`config.mk`:
```
export PLATFORM = sky130hd
export DESIGN_NAME = fta_monitor
export DESIGN_NICKNAME = d
export VERILOG_FILES = /design/src/common/fta_pkg.sv /design/src/design/fta_monitor.sv
export SDC_FILE = /design/constraint.sdc
export NUM_CORES = 1
export LEC_CHECK = 0
export ABC_AREA = 1
export BUFFER_PORTS_ARGS = -buffer_cell sky130_fd_sc_hd__buf_2
export CELL_PAD_IN_SITES_DETAIL_PLACEMENT = 1
export CELL_PAD_IN_SITES_GLOBAL_PLACEMENT = 1
export CORE_ASPECT_RATIO = 1.25
export CORE_UTILIZATION = 40
export DETAILED_ROUTE_END_ITERATION = 6
export MAX_ROUTING_LAYER = met4
export PLACE_DENSITY_LB_ADDON = 0.1
export SLEW_MARGIN = 10
export SYNTH_ARGS = -nofsm -noshare
export SYNTH_HDL_FRONTEND = slang
export SYNTH_SLANG_ARGS = --single-unit
```
`constraint.sdc`:
```
create_clock -name clock_in -period 6.2 [get_ports clock_in]
set_input_delay 0 -clock clock_in [delete_from_list [all_inputs] [get_ports clock_in]]
set_output_delay 0 -clock clock_in [all_outputs]
set_load 0.005 [all_outputs]
```
`src/common/fta_pkg.sv`:
```
// package: constants and types for the flow totalizer and alarm monitor
package fta_pkg;
    // register byte offsets
    localparam logic [11:0] FTA_CTRL_OFS = 12'h000;
    localparam logic [11:0] FTA_UNIT_OFS = 12'h004;
    localparam logic [11:0] FTA_GAS_OFS = 12'h008;
    localparam logic [11:0] FTA_CALV_OFS = 12'h00c;
    localparam logic [11:0] FTA_TSTART_OFS = 12'h010;
    localparam logic [11:0] FTA_TSTOP_OFS = 12'h014;
    localparam logic [11:0] FTA_TOTAL_OFS = 12'h018;
    localparam logic [11:0] FTA_ALOW_OFS = 12'h01c;
    localparam logic [11:0] FTA_AHIGH_OFS = 12'h020;
    localparam logic [11:0] FTA_ADLY_OFS = 12'h024;
    localparam logic [11:0] FTA_RELAY_OFS = 12'h028;
    localparam logic [11:0] FTA_STAT_OFS = 12'h02c;
    // control field positions
    localparam int FTA_CTRL_TOTEN = 0;
    localparam int FTA_CTRL_ALMEN = 1;
    localparam int FTA_CTRL_TCLR = 2;
    // unit, gas and calibration table limits
    localparam logic [4:0] FTA_UNIT_MAX = 5'h16;
    localparam logic [4:0] FTA_UNIT_RST = 5'h00;
    localparam logic [3:0] FTA_GAS_MAX = 4'h9;
    localparam logic [3:0] FTA_GAS_RST = 4'h0;
    localparam logic [3:0] FTA_GAS_UNCAL = 4'hf;
    localparam logic [9:0] FTA_CALV_RST = 10'h001;
    // flow is in tenths of a percent of full scale
    localparam logic [15:0] FTA_SWAMP_ON = 16'h044c;
    localparam logic [15:0] FTA_SWAMP_OFF = 16'h03e8;
    localparam logic [15:0] FTA_ALOW_RST = 16'h0000;
    localparam logic [15:0] FTA_AHIGH_RST = 16'h03e8;
    localparam logic [11:0] FTA_ADLY_MAX = 12'he10;
    // relay actions
    localparam logic [2:0] FTA_ACT_NONE = 3'h0;
    localparam logic [2:0] FTA_ACT_TOT = 3'h1;
    localparam logic [2:0] FTA_ACT_HIGH = 3'h2;
    localparam logic [2:0] FTA_ACT_LOW = 3'h3;
    localparam logic [2:0] FTA_ACT_RANGE = 3'h4;
    localparam logic [2:0] FTA_ACT_MAN = 3'h5;
    // timebase
    localparam int FTA_CLK_HZ = 100_000_000;
    localparam int FTA_TICK_MS = 1;
    localparam int FTA_MS_CYCLES = FTA_CLK_HZ / 1000 * FTA_TICK_MS;
    localparam int FTA_SEC_S = 1;
    localparam int FTA_SEC_CYCLES = FTA_CLK_HZ * FTA_SEC_S;
    localparam int FTA_PWRUP_MS = 1000;
    localparam int FTA_PWRUP_CYCLES = FTA_CLK_HZ / 1000 * FTA_PWRUP_MS;

    typedef enum logic [1:0] {
        FTA_PU_WATCH = 2'b00,
        FTA_PU_RUN = 2'b01
    } fta_pu_t;

    typedef struct packed {
        logic psel;
        logic penable;
        logic pwrite;
        logic [11:0] paddr;
        logic [31:0] pwdata;
    } fta_apb_req_t;

    typedef struct packed {
        logic pready;
        logic pslverr;
        logic [31:0] prdata;
    } fta_apb_rsp_t;

    typedef struct packed {
        logic relay1;
        logic relay2;
        logic swamp;
        logic tot_hit;
        logic alarm_high;
        logic alarm_low;
    } fta_status_t;
endpackage

```
`src/design/fta_monitor.sv`:
```
// module: flow totalizer, unit/table selection and flow alarm monitor
//
// The APB interface to the registers and the register addresses were left to the implementer.
`timescale 1ns/100ps
module fta_monitor #(
    parameter int SEC_CYCLES = fta_pkg::FTA_SEC_CYCLES,
    parameter int MS_CYCLES = fta_pkg::FTA_MS_CYCLES,
    parameter int PWRUP_CYCLES = fta_pkg::FTA_PWRUP_CYCLES
) (
    // clock and reset
    input wire logic clock_in,
    input wire logic rst_b_in,
    // apb slave
    input wire fta_pkg::fta_apb_req_t apb_req_in,
    output fta_pkg::fta_apb_rsp_t apb_rsp_out,
    // measurement from the sensor path, same clock
    input wire logic [15:0] flow_pml_in,
    input wire logic [15:0] tot_inc_in,
    // maintenance push button pin, low while pressed
    input wire logic maint_btn_b_in,
    // outputs
    output fta_pkg::fta_status_t status_out,
    output logic [4:0] tot_unit_out,
    output logic [3:0] gas_code_out
);
    import fta_pkg::*;

    typedef struct packed {
        fta_pu_t pu;
        logic [31:0] pu_cnt;
        logic btn_s1;
        logic btn_s2;
        logic [31:0] ms_cnt;
        logic [31:0] sec_cnt;
        logic tot_en;
        logic alm_en;
        logic [4:0] unit;
        logic [3:0] gas;
        logic [9:0] cal_valid;
        logic [15:0] tot_start;
        logic [31:0] tot_stop;
        logic [31:0] total;
        logic [15:0] alm_low;
        logic [15:0] alm_high;
        logic [11:0] alm_dly;
        logic [2:0] act1;
        logic [2:0] act2;
        logic [1:0] latch_mode;
        logic [1:0] latched;
        logic [11:0] hi_cnt;
        logic [11:0] lo_cnt;
        logic swamp;
        logic alm_hi;
        logic alm_lo;
        logic relay1;
        logic relay2;
        logic [31:0] prdata;
        logic pslverr;
    } fta_state_t;

    fta_state_t st_q;
    fta_state_t st_d;

    // flow unit index to totalizer unit code
    function automatic logic [4:0] fta_tot_unit(input logic [4:0] u);
        logic [4:0] r;
        r = 5'h00;
        if (u == 5'h00) begin
            r = 5'h00;
        end else if (u == FTA_UNIT_MAX) begin
            r = 5'h08;
        end else begin
            r = 5'((u - 5'h01) / 5'h03 + 5'h01);
        end
        return r;
    endfunction

    // relay drive for one action code
    function automatic logic fta_act(input logic [2:0] a, input logic hit,
                                     input logic hi, input logic lo,
                                     input logic rng);
        logic r;
        r = 1'b0;
        case (a)
            FTA_ACT_NONE: r = 1'b0;
            FTA_ACT_TOT: r = hit;
            FTA_ACT_HIGH: r = hi;
            FTA_ACT_LOW: r = lo;
            FTA_ACT_RANGE: r = rng;
            FTA_ACT_MAN: r = 1'b1;
            default: r = 1'b0;
        endcase
        return r;
    endfunction

    // a high or low alarm action is latchable; tot, range and manual follow their own source
    function automatic logic fta_is_alm(input logic [2:0] a);
        return (a == FTA_ACT_HIGH) || (a == FTA_ACT_LOW);
    endfunction

    logic tot_hit;
    logic wr_en;
    logic setup;
    logic ms_tick;
    logic sec_tick;
    logic hi_cond;
    logic lo_cond;
    logic in_range;
    logic hi_now;
    logic lo_now;
    logic [32:0] tot_sum;
    logic [31:0] rd_val;
    logic rd_hit;
    logic [3:0] gas_code;

    always_comb begin
        st_d = st_q;
        tot_hit = (st_q.tot_stop != 32'h0) &&
                  (st_q.total == st_q.tot_stop);
        setup = apb_req_in.psel && !apb_req_in.penable;
        wr_en = apb_req_in.psel && apb_req_in.penable && apb_req_in.pwrite;
        ms_tick = (st_q.ms_cnt == 32'(MS_CYCLES - 1));
        sec_tick = (st_q.sec_cnt == 32'(SEC_CYCLES - 1));
        gas_code = st_q.cal_valid[st_q.gas] ? st_q.gas
                                            : FTA_GAS_UNCAL;
        hi_cond = st_q.alm_en && (flow_pml_in > st_q.alm_high);
        lo_cond = st_q.alm_en && (flow_pml_in < st_q.alm_low);
        hi_now = hi_cond && (st_q.hi_cnt >= st_q.alm_dly);
        lo_now = lo_cond && (st_q.lo_cnt >= st_q.alm_dly);
        in_range = st_q.alm_en && !hi_cond && !lo_cond;
        tot_sum = {1'b0, st_q.total} + {17'h0, tot_inc_in};

        // pin synchroniser
        st_d.btn_s1 = !maint_btn_b_in;
        st_d.btn_s2 = st_q.btn_s1;

        // free running timebases
        st_d.ms_cnt = ms_tick ? 32'h0 : st_q.ms_cnt + 32'h1;
        st_d.sec_cnt = sec_tick ? 32'h0 : st_q.sec_cnt + 32'h1;

        // swamping with hysteresis down to full scale
        if (flow_pml_in > FTA_SWAMP_ON) begin
            st_d.swamp = 1'b1;
        end else if (flow_pml_in <= FTA_SWAMP_OFF) begin
            st_d.swamp = 1'b0;
        end

        // totalizer, saturating at a nonzero stop limit
        if (st_q.tot_en && ms_tick && !tot_hit &&
            (flow_pml_in >= st_q.tot_start)) begin
            if ((st_q.tot_stop != 32'h0) &&
                (tot_sum > {1'b0, st_q.tot_stop})) begin
                st_d.total = st_q.tot_stop;
            end else if (tot_sum[32]) begin
                st_d.total = 32'hffff_ffff;
            end else begin
                st_d.total = tot_sum[31:0];
            end
        end

        // power-up watch of the maintenance button
        case (st_q.pu)
            FTA_PU_WATCH: begin
                st_d.pu_cnt = st_q.pu_cnt + 32'h1;
                if (st_q.pu_cnt == 32'(PWRUP_CYCLES - 1)) begin
                    st_d.pu = FTA_PU_RUN;
                    if (st_q.btn_s2) begin
                        st_d.total = 32'h0;
                    end
                end
            end
            FTA_PU_RUN: st_d.pu = FTA_PU_RUN;
            default: st_d.pu = FTA_PU_WATCH;
        endcase

        // action delay counters restart whenever the flow comes back
        if (!hi_cond) begin
            st_d.hi_cnt = 12'h0;
        end else if (sec_tick && (st_q.hi_cnt < st_q.alm_dly)) begin
            st_d.hi_cnt = st_q.hi_cnt + 12'h1;
        end
        if (!lo_cond) begin
            st_d.lo_cnt = 12'h0;
        end else if (sec_tick && (st_q.lo_cnt < st_q.alm_dly)) begin
            st_d.lo_cnt = st_q.lo_cnt + 12'h1;
        end
        st_d.alm_hi = hi_now;
        st_d.alm_lo = lo_now;

        // register writes
        if (wr_en) begin
            case (apb_req_in.paddr)
                FTA_CTRL_OFS: begin
                    st_d.tot_en = apb_req_in.pwdata[FTA_CTRL_TOTEN];
                    st_d.alm_en = apb_req_in.pwdata[FTA_CTRL_ALMEN];
                    if (apb_req_in.pwdata[FTA_CTRL_TCLR]) begin
                        st_d.total = 32'h0;
                    end
                end
                FTA_UNIT_OFS: begin
                    if (apb_req_in.pwdata[4:0] <= FTA_UNIT_MAX) begin
                        st_d.unit = apb_req_in.pwdata[4:0];
                    end
                end
                FTA_GAS_OFS: begin
                    if (apb_req_in.pwdata[3:0] <= FTA_GAS_MAX) begin
                        st_d.gas = apb_req_in.pwdata[3:0];
                    end
                end
                FTA_CALV_OFS: st_d.cal_valid = apb_req_in.pwdata[9:0];
                FTA_TSTART_OFS: st_d.tot_start = apb_req_in.pwdata[15:0];
                FTA_TSTOP_OFS: st_d.tot_stop = apb_req_in.pwdata;
                FTA_ALOW_OFS: st_d.alm_low = apb_req_in.pwdata[15:0];
                FTA_AHIGH_OFS: st_d.alm_high = apb_req_in.pwdata[15:0];
                FTA_ADLY_OFS: begin
                    if (apb_req_in.pwdata[11:0] <= FTA_ADLY_MAX &&
                        apb_req_in.pwdata[31:12] == 20'h0) begin
                        st_d.alm_dly = apb_req_in.pwdata[11:0];
                    end
                end
                FTA_RELAY_OFS: begin
                    st_d.act1 = apb_req_in.pwdata[2:0];
                    st_d.act2 = apb_req_in.pwdata[6:4];
                    st_d.latch_mode = apb_req_in.pwdata[9:8];
                end
                default: st_d.pslverr = st_q.pslverr;
            endcase
        end

        // latches drop on alarm disable or latch mode change; set wins
        if (!st_d.alm_en || (st_d.latch_mode != st_q.latch_mode)) begin
            st_d.latched = 2'b00;
        end
        if (st_q.latch_mode[0] && fta_is_alm(st_q.act1) &&
            fta_act(st_q.act1, 1'b0, hi_now, lo_now, 1'b0)) begin
            st_d.latched[0] = 1'b1;
        end
        if (st_q.latch_mode[1] && fta_is_alm(st_q.act2) &&
            fta_act(st_q.act2, 1'b0, hi_now, lo_now, 1'b0)) begin
            st_d.latched[1] = 1'b1;
        end
        st_d.relay1 = fta_act(st_q.act1, tot_hit, hi_now, lo_now,
                              in_range) || st_q.latched[0];
        st_d.relay2 = fta_act(st_q.act2, tot_hit, hi_now, lo_now,
                              in_range) || st_q.latched[1];

        // read data is captured in the setup cycle
        rd_hit = 1'b1;
        case (apb_req_in.paddr)
            FTA_CTRL_OFS: rd_val = {30'h0, st_q.alm_en, st_q.tot_en};
            FTA_UNIT_OFS: rd_val = {19'h0, fta_tot_unit(st_q.unit), 3'h0,
                                    st_q.unit};
            FTA_GAS_OFS: rd_val = {20'h0, gas_code, 4'h0,
                                   st_q.gas};
            FTA_CALV_OFS: rd_val = {22'h0, st_q.cal_valid};
            FTA_TSTART_OFS: rd_val = {16'h0, st_q.tot_start};
            FTA_TSTOP_OFS: rd_val = st_q.tot_stop;
            FTA_TOTAL_OFS: rd_val = st_q.total;
            FTA_ALOW_OFS: rd_val = {16'h0, st_q.alm_low};
            FTA_AHIGH_OFS: rd_val = {16'h0, st_q.alm_high};
            FTA_ADLY_OFS: rd_val = {20'h0, st_q.alm_dly};
            FTA_RELAY_OFS: rd_val = {22'h0, st_q.latch_mode, 1'b0,
                                     st_q.act2, 1'b0, st_q.act1};
            FTA_STAT_OFS: rd_val = {22'h0, st_q.latched, in_range,
                                    st_q.relay2, st_q.relay1,
                                    st_q.alm_lo, st_q.alm_hi, tot_hit,
                                    st_q.swamp, 1'b0};
            default: begin
                rd_val = 32'h0;
                rd_hit = 1'b0;
            end
        endcase
        if (setup) begin
            st_d.prdata = apb_req_in.pwrite ? 32'h0 : rd_val;
            st_d.pslverr = !rd_hit;
        end
    end

    always_ff @(posedge clock_in or negedge rst_b_in) begin
        if (!rst_b_in) begin
            st_q <= '{pu: FTA_PU_WATCH, unit: FTA_UNIT_RST,
                      gas: FTA_GAS_RST, cal_valid: FTA_CALV_RST,
                      alm_low: FTA_ALOW_RST, alm_high: FTA_AHIGH_RST,
                      default: '0};
        end else begin
            st_q <= st_d;
        end
    end

    assign apb_rsp_out.pready = apb_req_in.psel && apb_req_in.penable;
    assign apb_rsp_out.pslverr = apb_req_in.psel && apb_req_in.penable &&
                                 st_q.pslverr;
    assign apb_rsp_out.prdata = st_q.prdata;
    assign status_out.relay1 = st_q.relay1;
    assign status_out.relay2 = st_q.relay2;
    assign status_out.swamp = st_q.swamp;
    assign status_out.tot_hit = tot_hit;
    assign status_out.alarm_high = st_q.alm_hi;
    assign status_out.alarm_low = st_q.alm_lo;
    assign tot_unit_out = fta_tot_unit(st_q.unit);
    assign gas_code_out = gas_code;
endmodule // fta_monitor

```
After elaboration in Yosys (flattened, before gate mapping)
Index checks and enable logic that the tools add are counted.
{ "op_classes": {"add_sub_neg": 8, "mul": 0, "div": 1, "magnitude_cmp": 14, "n_eq_ne": 31, "shift": 0, "mux": 47, "bitwise": 0, "n_reduce_logical": 53} }
{ "ops": {"columns": ["operator", "n"], "rows": [
  ["two-way mux 32 bit", 12],
  ["one-hot mux 32 bit (12 select lines)", 1],
  ["two-way mux 152 bit", 1],
  ["adder 32 x 1 -> 32 bit, second input constant", 3],
  ["two-way mux 12 bit", 6],
  ["== test 32 x 27 -> 1 bit, second input constant", 2],
  ["== test 12 x 5 -> 1 bit, second input constant", 4],
  ["== test 12 x 6 -> 1 bit, second input constant", 4],
  ["two-way mux 16 bit", 3],
  ["adder 32 x 16 -> 33 bit", 1],
  ["> comparator 33 x 32 -> 1 bit", 1],
  ["== test 32 x 17 -> 1 bit, second input constant", 1],
  ["== test 32 bit", 1],
  ["nonzero test 32 bit", 1],
  ["adder 12 x 1 -> 12 bit, second input constant", 2],
  ["== test 12 x 4 -> 1 bit, second input constant", 2],
  ["greater-or-equal comparator 12 bit", 2],
  ["less-than comparator 12 bit", 2],
  ["logical AND 1 bit", 22],
  ["zero test 20 bit", 1],
  ["two-way mux 5 bit", 4],
  ["greater-or-equal comparator 16 bit", 1],
  ["> comparator 16 x 11 -> 1 bit, second input constant", 1],
  ["> comparator 16 bit", 1],
  ["other kinds (36)", 75]
]} }
{ "totals": {"reg_bits": 317, "latch_bits": 0, "ramBits": 0, "mem_bits_ro": 0, "input_bits": 82, "n_memories": 0} }

Logic depth before layout (Yosys ltp)
{ "logic_depth": {"word_depth": 16, "ltp_mapped": 29, "ltp_nobuf": 28} }

Least setup slack after synthesis
OpenSTA, ideal clock, no wires.
{ "synth_timing": {"path_type": "register to register", "from": "register st_q[116] (netlist name)", "to": "register st_q[117] (netlist name)", "setup_time_ns": 0.113, "arrival_time_ns": 3.634, "t_required_ns": 6.087, "setup_slack_ns": 2.453, "path_stages_with_launch": 29, "path_buffers": 1, "path_cell_list": "dfrtp_1 -> ha_1 -> fa_1 -> nand2_1 -> nand3_1 -> nand3_1 -> nand2_1 -> nand2_1 -> nand2_2 -> nand2_2 -> nor2_4 -> nand2_1 -> clkinv_1 -> nand3_1 -> nand2_1 -> o21ai_1 -> inv_1 -> ha_1 -> nand4_1 -> or3_1 -> nor2_1 -> nand3b_1 -> nand3_2 -> nand3_4 -> buf_8 -> nand2_2 -> nand3_1 -> nand2_1 -> inv_1"} }
{ "synth_rtl": {"columns": ["item", "line_no", "rtl"], "rows": [
  ["start: declaration", "fta_monitor.sv:61", "fta_state_t st_q;"],
  ["start signal: assignment", "fta_monitor.sv:281", "st_q <= '{pu: FTA_PU_WATCH, unit: FTA_UNIT_RST,"],
  ["start signal: assignment", "fta_monitor.sv:286", "st_q <= st_d;"]
]} }

==> flow_summary_export.csv <==
group,metric,value,unit
outcome,outcome,"complete, no violations",
yosys,syn_inst,2775,
cells_and_area,fin_area,24110,µm²
cells_and_area,finalNonFillerCells,3615,
clock_network,clk_pin_slew,60,ps
place,dp_cells,3490,
power_and_ir_drop,p_int,3.542,mW
clock_network,cts_root_buf,"clkbuf_16",
yosys,async_reset_ff_share,100.0,%
die,io_pins,131,
die,die_x,208.3,µm
timing,hold_viol,0,
drt,drt_wl_total,81350,µm
cells_and_area,multi_input_area,10890,µm²
die,core_area,52570,µm²
critical_path,arrival,5360,ps
yosys,synth_xor_xnor_area_share,4.117,%
yosys,synth_seq_cells,316,
timing,fin_ws,1340,ps
power_and_ir_drop,p_switching,1.155,mW
place,pre_cts_ws,1420,ps
drt,drt_iter0_drc,1190,
cells_and_area,register_area,7916,µm²
global_route,grtUsageTotal,31.25,%
die,start_util,40.47,%
critical_path,path_max_fanout,32,
critical_path,cp-start-kind,"register",
clock_network,tritoncts,"built",
yosys,synth_area_per_cell,7.666,µm²
cells_and_area,post-route-util,45.85,%
timing,fin_tns_setup,0,ps
yosys,synth_top_family_by_area,"simple AND/OR/NAND/NOR gates",
die,fp-row-count,94,
timing,max-slew-margin-rel,2.564,%
yosys,synth_fa_ha_area_share,7.799,%
global_route,overflow,0,
global_route,antenna_found_initial,4,
yosys,synth_edf_count,0,
drt,firstDrtPassIters,7,
critical_path,setup.worst_path.end_class,"register",
yosys,yosysWarnings,0,
clock_network,cts_num_sinks,316,
yosys,synth_compound_area_share,13.37,%
critical_path,cp_slowest_cell,"dfrtp_1",
timing,period_minus_slack,4860,ps
power_and_ir_drop,p_leak,11.64,nW
clock_network,insertion_delay,570,ps
place,dpl-instance-area,22280,µm²
global_route,first_global_vias,21640,
flow_run,cap_violations,0,
yosys,synth-simple-area-share,25.51,%
drt,ant_nets,0,
drt,vias,20310,
cells_and_area,fillers,6482,
power_and_ir_drop,peakVddDrop,0.1866,mV
worst_hold_path,worstHoldPathType,"in2reg",
cells_and_area,area_growth,13.31,%
place,dp_hpwl,62840,µm
yosys,syn-cell-area,21270,µm²
yosys,syn_nets,2989,
global_route,grt_pass1_wl,126200,µm
drt,vias_per_cell,5.618,
drt,wl_per_cell,22.50,µm
clock_network,cts_resized,0,
timing,fin_crit_sh,78.38,%
yosys,synth_ff_type,"dfrtp_1",
cells_and_area,nets,3124,
critical_path,crit_chain,"ha_1, fa_1, nand2_1, nand3_1, nand3_1, nand2_1, a31oi_1, o21ai_0, nand2_1, nand2_1, xor2_1, inv_1, ha_1, nand4_1, nor2_1, nor4b_1, nand3b_1, nand3_2, buf_4, nand4_1, nand3_1, nand2_1, inv_1",
clock_network,htree_levels,2,
critical_path,required,6700,ps
timing,worstMarginPinSlew,1448,ps
place,gp_congestion,0.9541,
power_and_ir_drop,cellPowerDensity,194.8,nW/µm²
clock_network,cts_setup_buffers,0,
yosys,synth_mux_area_share,0.3117,%
power_and_ir_drop,p_sw_share,24.60,%
place,io_buffers,130,
timing,setup_viol,0,
cells_and_area,drive_gt1_share,10.51,%
global_route,grt_start_max_net_pins,153,
critical_path,critical-path-max-stage-delay,440,ps
clock_network,numCtsBuffers,39,
timing,slew_violations,0,
timing,fmax,0.2058,GHz
power_and_ir_drop,power,4.697,mW
timing,whs,45.39,ps
clock_network,clock_path_buffers,3,
critical_path,path_class,"reg2reg",
power_and_ir_drop,pwr-share-comb,5.8,%
yosys,seq_area_frac_synth,37.21,%
power_and_ir_drop,seqPwrFrac,44.0,%
drt,drc,0,
die,die_height,259.8,µm
timing,grt_setup_unrepaired,"no",
die,dieArea,54120,µm²
critical_path,crit_top_cell,"nand2_1",
timing,fin_skew,15.86,ps
power_and_ir_drop,clkPwrFrac,50.2,%
yosys,ys_types,75,
[placed cells by master (no fill, tap or decap), types with 8 or more instances in the layout]
master,n
o221ai_1,10
clkbuf_8,10
o21ai_0,177
nor2_1,172
o21ai_1,10
dfrtp_1,309
clkbuf_16,40
nand3_1,129
buf_4,18
clkinv_2,8
buf_2,129
a21oi_1,140
nand4_1,108
xor2_1,70
a22o_1,22
nand2_2,17
inv_1,457
nor2_2,11
nand2_1,529
a221oi_1,15
dlygate4sd3_1,51
o22ai_1,49
xnor2_1,30
inv_2,12
nand3_2,15
nor4_1,43
clkbuf_1,9
nor3_1,85
ha_1,131
[timing repair]
item                       CTS  global route
hold buffers                51             0
hold endpoints to repair   140             0
setup endpoints to repair    0             0
[power groups by stage]
stage | Combinational, mW | Sequential, mW | Clock [mW]
CTS | 0.277 | 2.07 | 2.42
global route | 0.302 | 2.07 | 2.48
detailed placement | 0.256 | 2.10 | 0
global placement | 0.249 | 2.10 | 0
floorplan | 0.109 | 2.10 | 0
finish | 0.273 | 2.07 | 2.36
[cell type report]
class	count	area share (%)
Antenna cell	4	0.04152
Clock buffer	59	4.863
Clock inverter	11	0.5398
Inverter	476	7.454
Multi-Input combinational cell	1876	45.19
Sequential cell	316	32.84
Tap cell	672	3.488
Timing Repair Buffer	201	5.585
[state kept, by name, indices dropped and copies added, names as in the netlist]
signal and flops:
status_out 5, st_q 278, apb_rsp_out 32, st_d 1
[cells in the mapped netlist, drive strengths merged (3+ instances only)]
master | n | area [µm²]
a2111oi | 3 | 26.28
a211oi | 7 | 52.55
a21oi | 141 | 709.4
a221oi | 16 | 146.4
a22o | 22 | 192.7
a31oi | 4 | 25.02
and3 | 7 | 45.05
buf | 59 | 484.2
clkbuf | 47 | 196.4
clkinv | 7 | 36.29
dfrtp | 309 | 7732
dfstp | 7 | 183.9
ha | 131 | 1639
inv | 469 | 1760
mux2 | 5 | 56.30
nand2 | 547 | 2101
nand3 | 145 | 813.3
nand3b | 8 | 72.57
nand4 | 113 | 755.7
nor2 | 184 | 725.7
nor3 | 92 | 508.0
nor4 | 47 | 319.1
o2111ai | 7 | 61.31
o211ai | 8 | 65.06
o21a | 7 | 52.55
o21ai | 187 | 935.9
o21bai | 5 | 37.54
o221ai | 10 | 87.58
o22ai | 49 | 306.5
o31ai | 3 | 22.52
o41ai | 3 | 26.28
or2 | 4 | 25.02
or4 | 3 | 22.52
xnor2 | 30 | 262.8
xor2 | 70 | 613.1
[worst paths after layout]
check,depth (start not counted),start,end,slack [ps]
worst max-delay path,23,st_q[116],st_q[131],1340
worst min-delay path,8,tot_inc_in[0],st_q[116],50
worst max register to register,23,st_q[116],st_q[131],1340
worst min register to register,0,st_d[281],st_q[281],350
max in group asynchronous,4,rst_b_in,st_q[170],4380
min in group asynchronous,3,rst_b_in,st_q[280],500
[logic make-up after synthesis]
group	Yosys count
AND/OR/NAND/NOR	1155
buffers and inverters	583
adder cells (fa/ha/maj)	132
XOR/XNOR	100
multiplexers	6
flip-flops	316
AO/OA/AOI/OAI	483
[worst max-delay path, delay by kind of cell (launching register included)]
kind,cells,cell delay (ps)
xor gates and xnor gates,1,180
adders and majority gates,3,1030
and+or+nand+nor,14,2090
AOI/OAI and AO/OA,2,460
buffers and inverters,3,560
DFF,1,440
[layer usage]
| layer | up-vias | share of wire, % | track usage, % |
|---|---|---|---|
| li1 | 9534 | - | - |
| met1 | 10130 | 39 | 34.25 |
| met2 | 467 | 52 | 56.05 |
| met3 | 178 | 3.6 | 3.321 |
| met4 | 0 | 5.6 | 15.86 |
| met5 | - | 0 | - |
(Power assumes the default switching activity.)
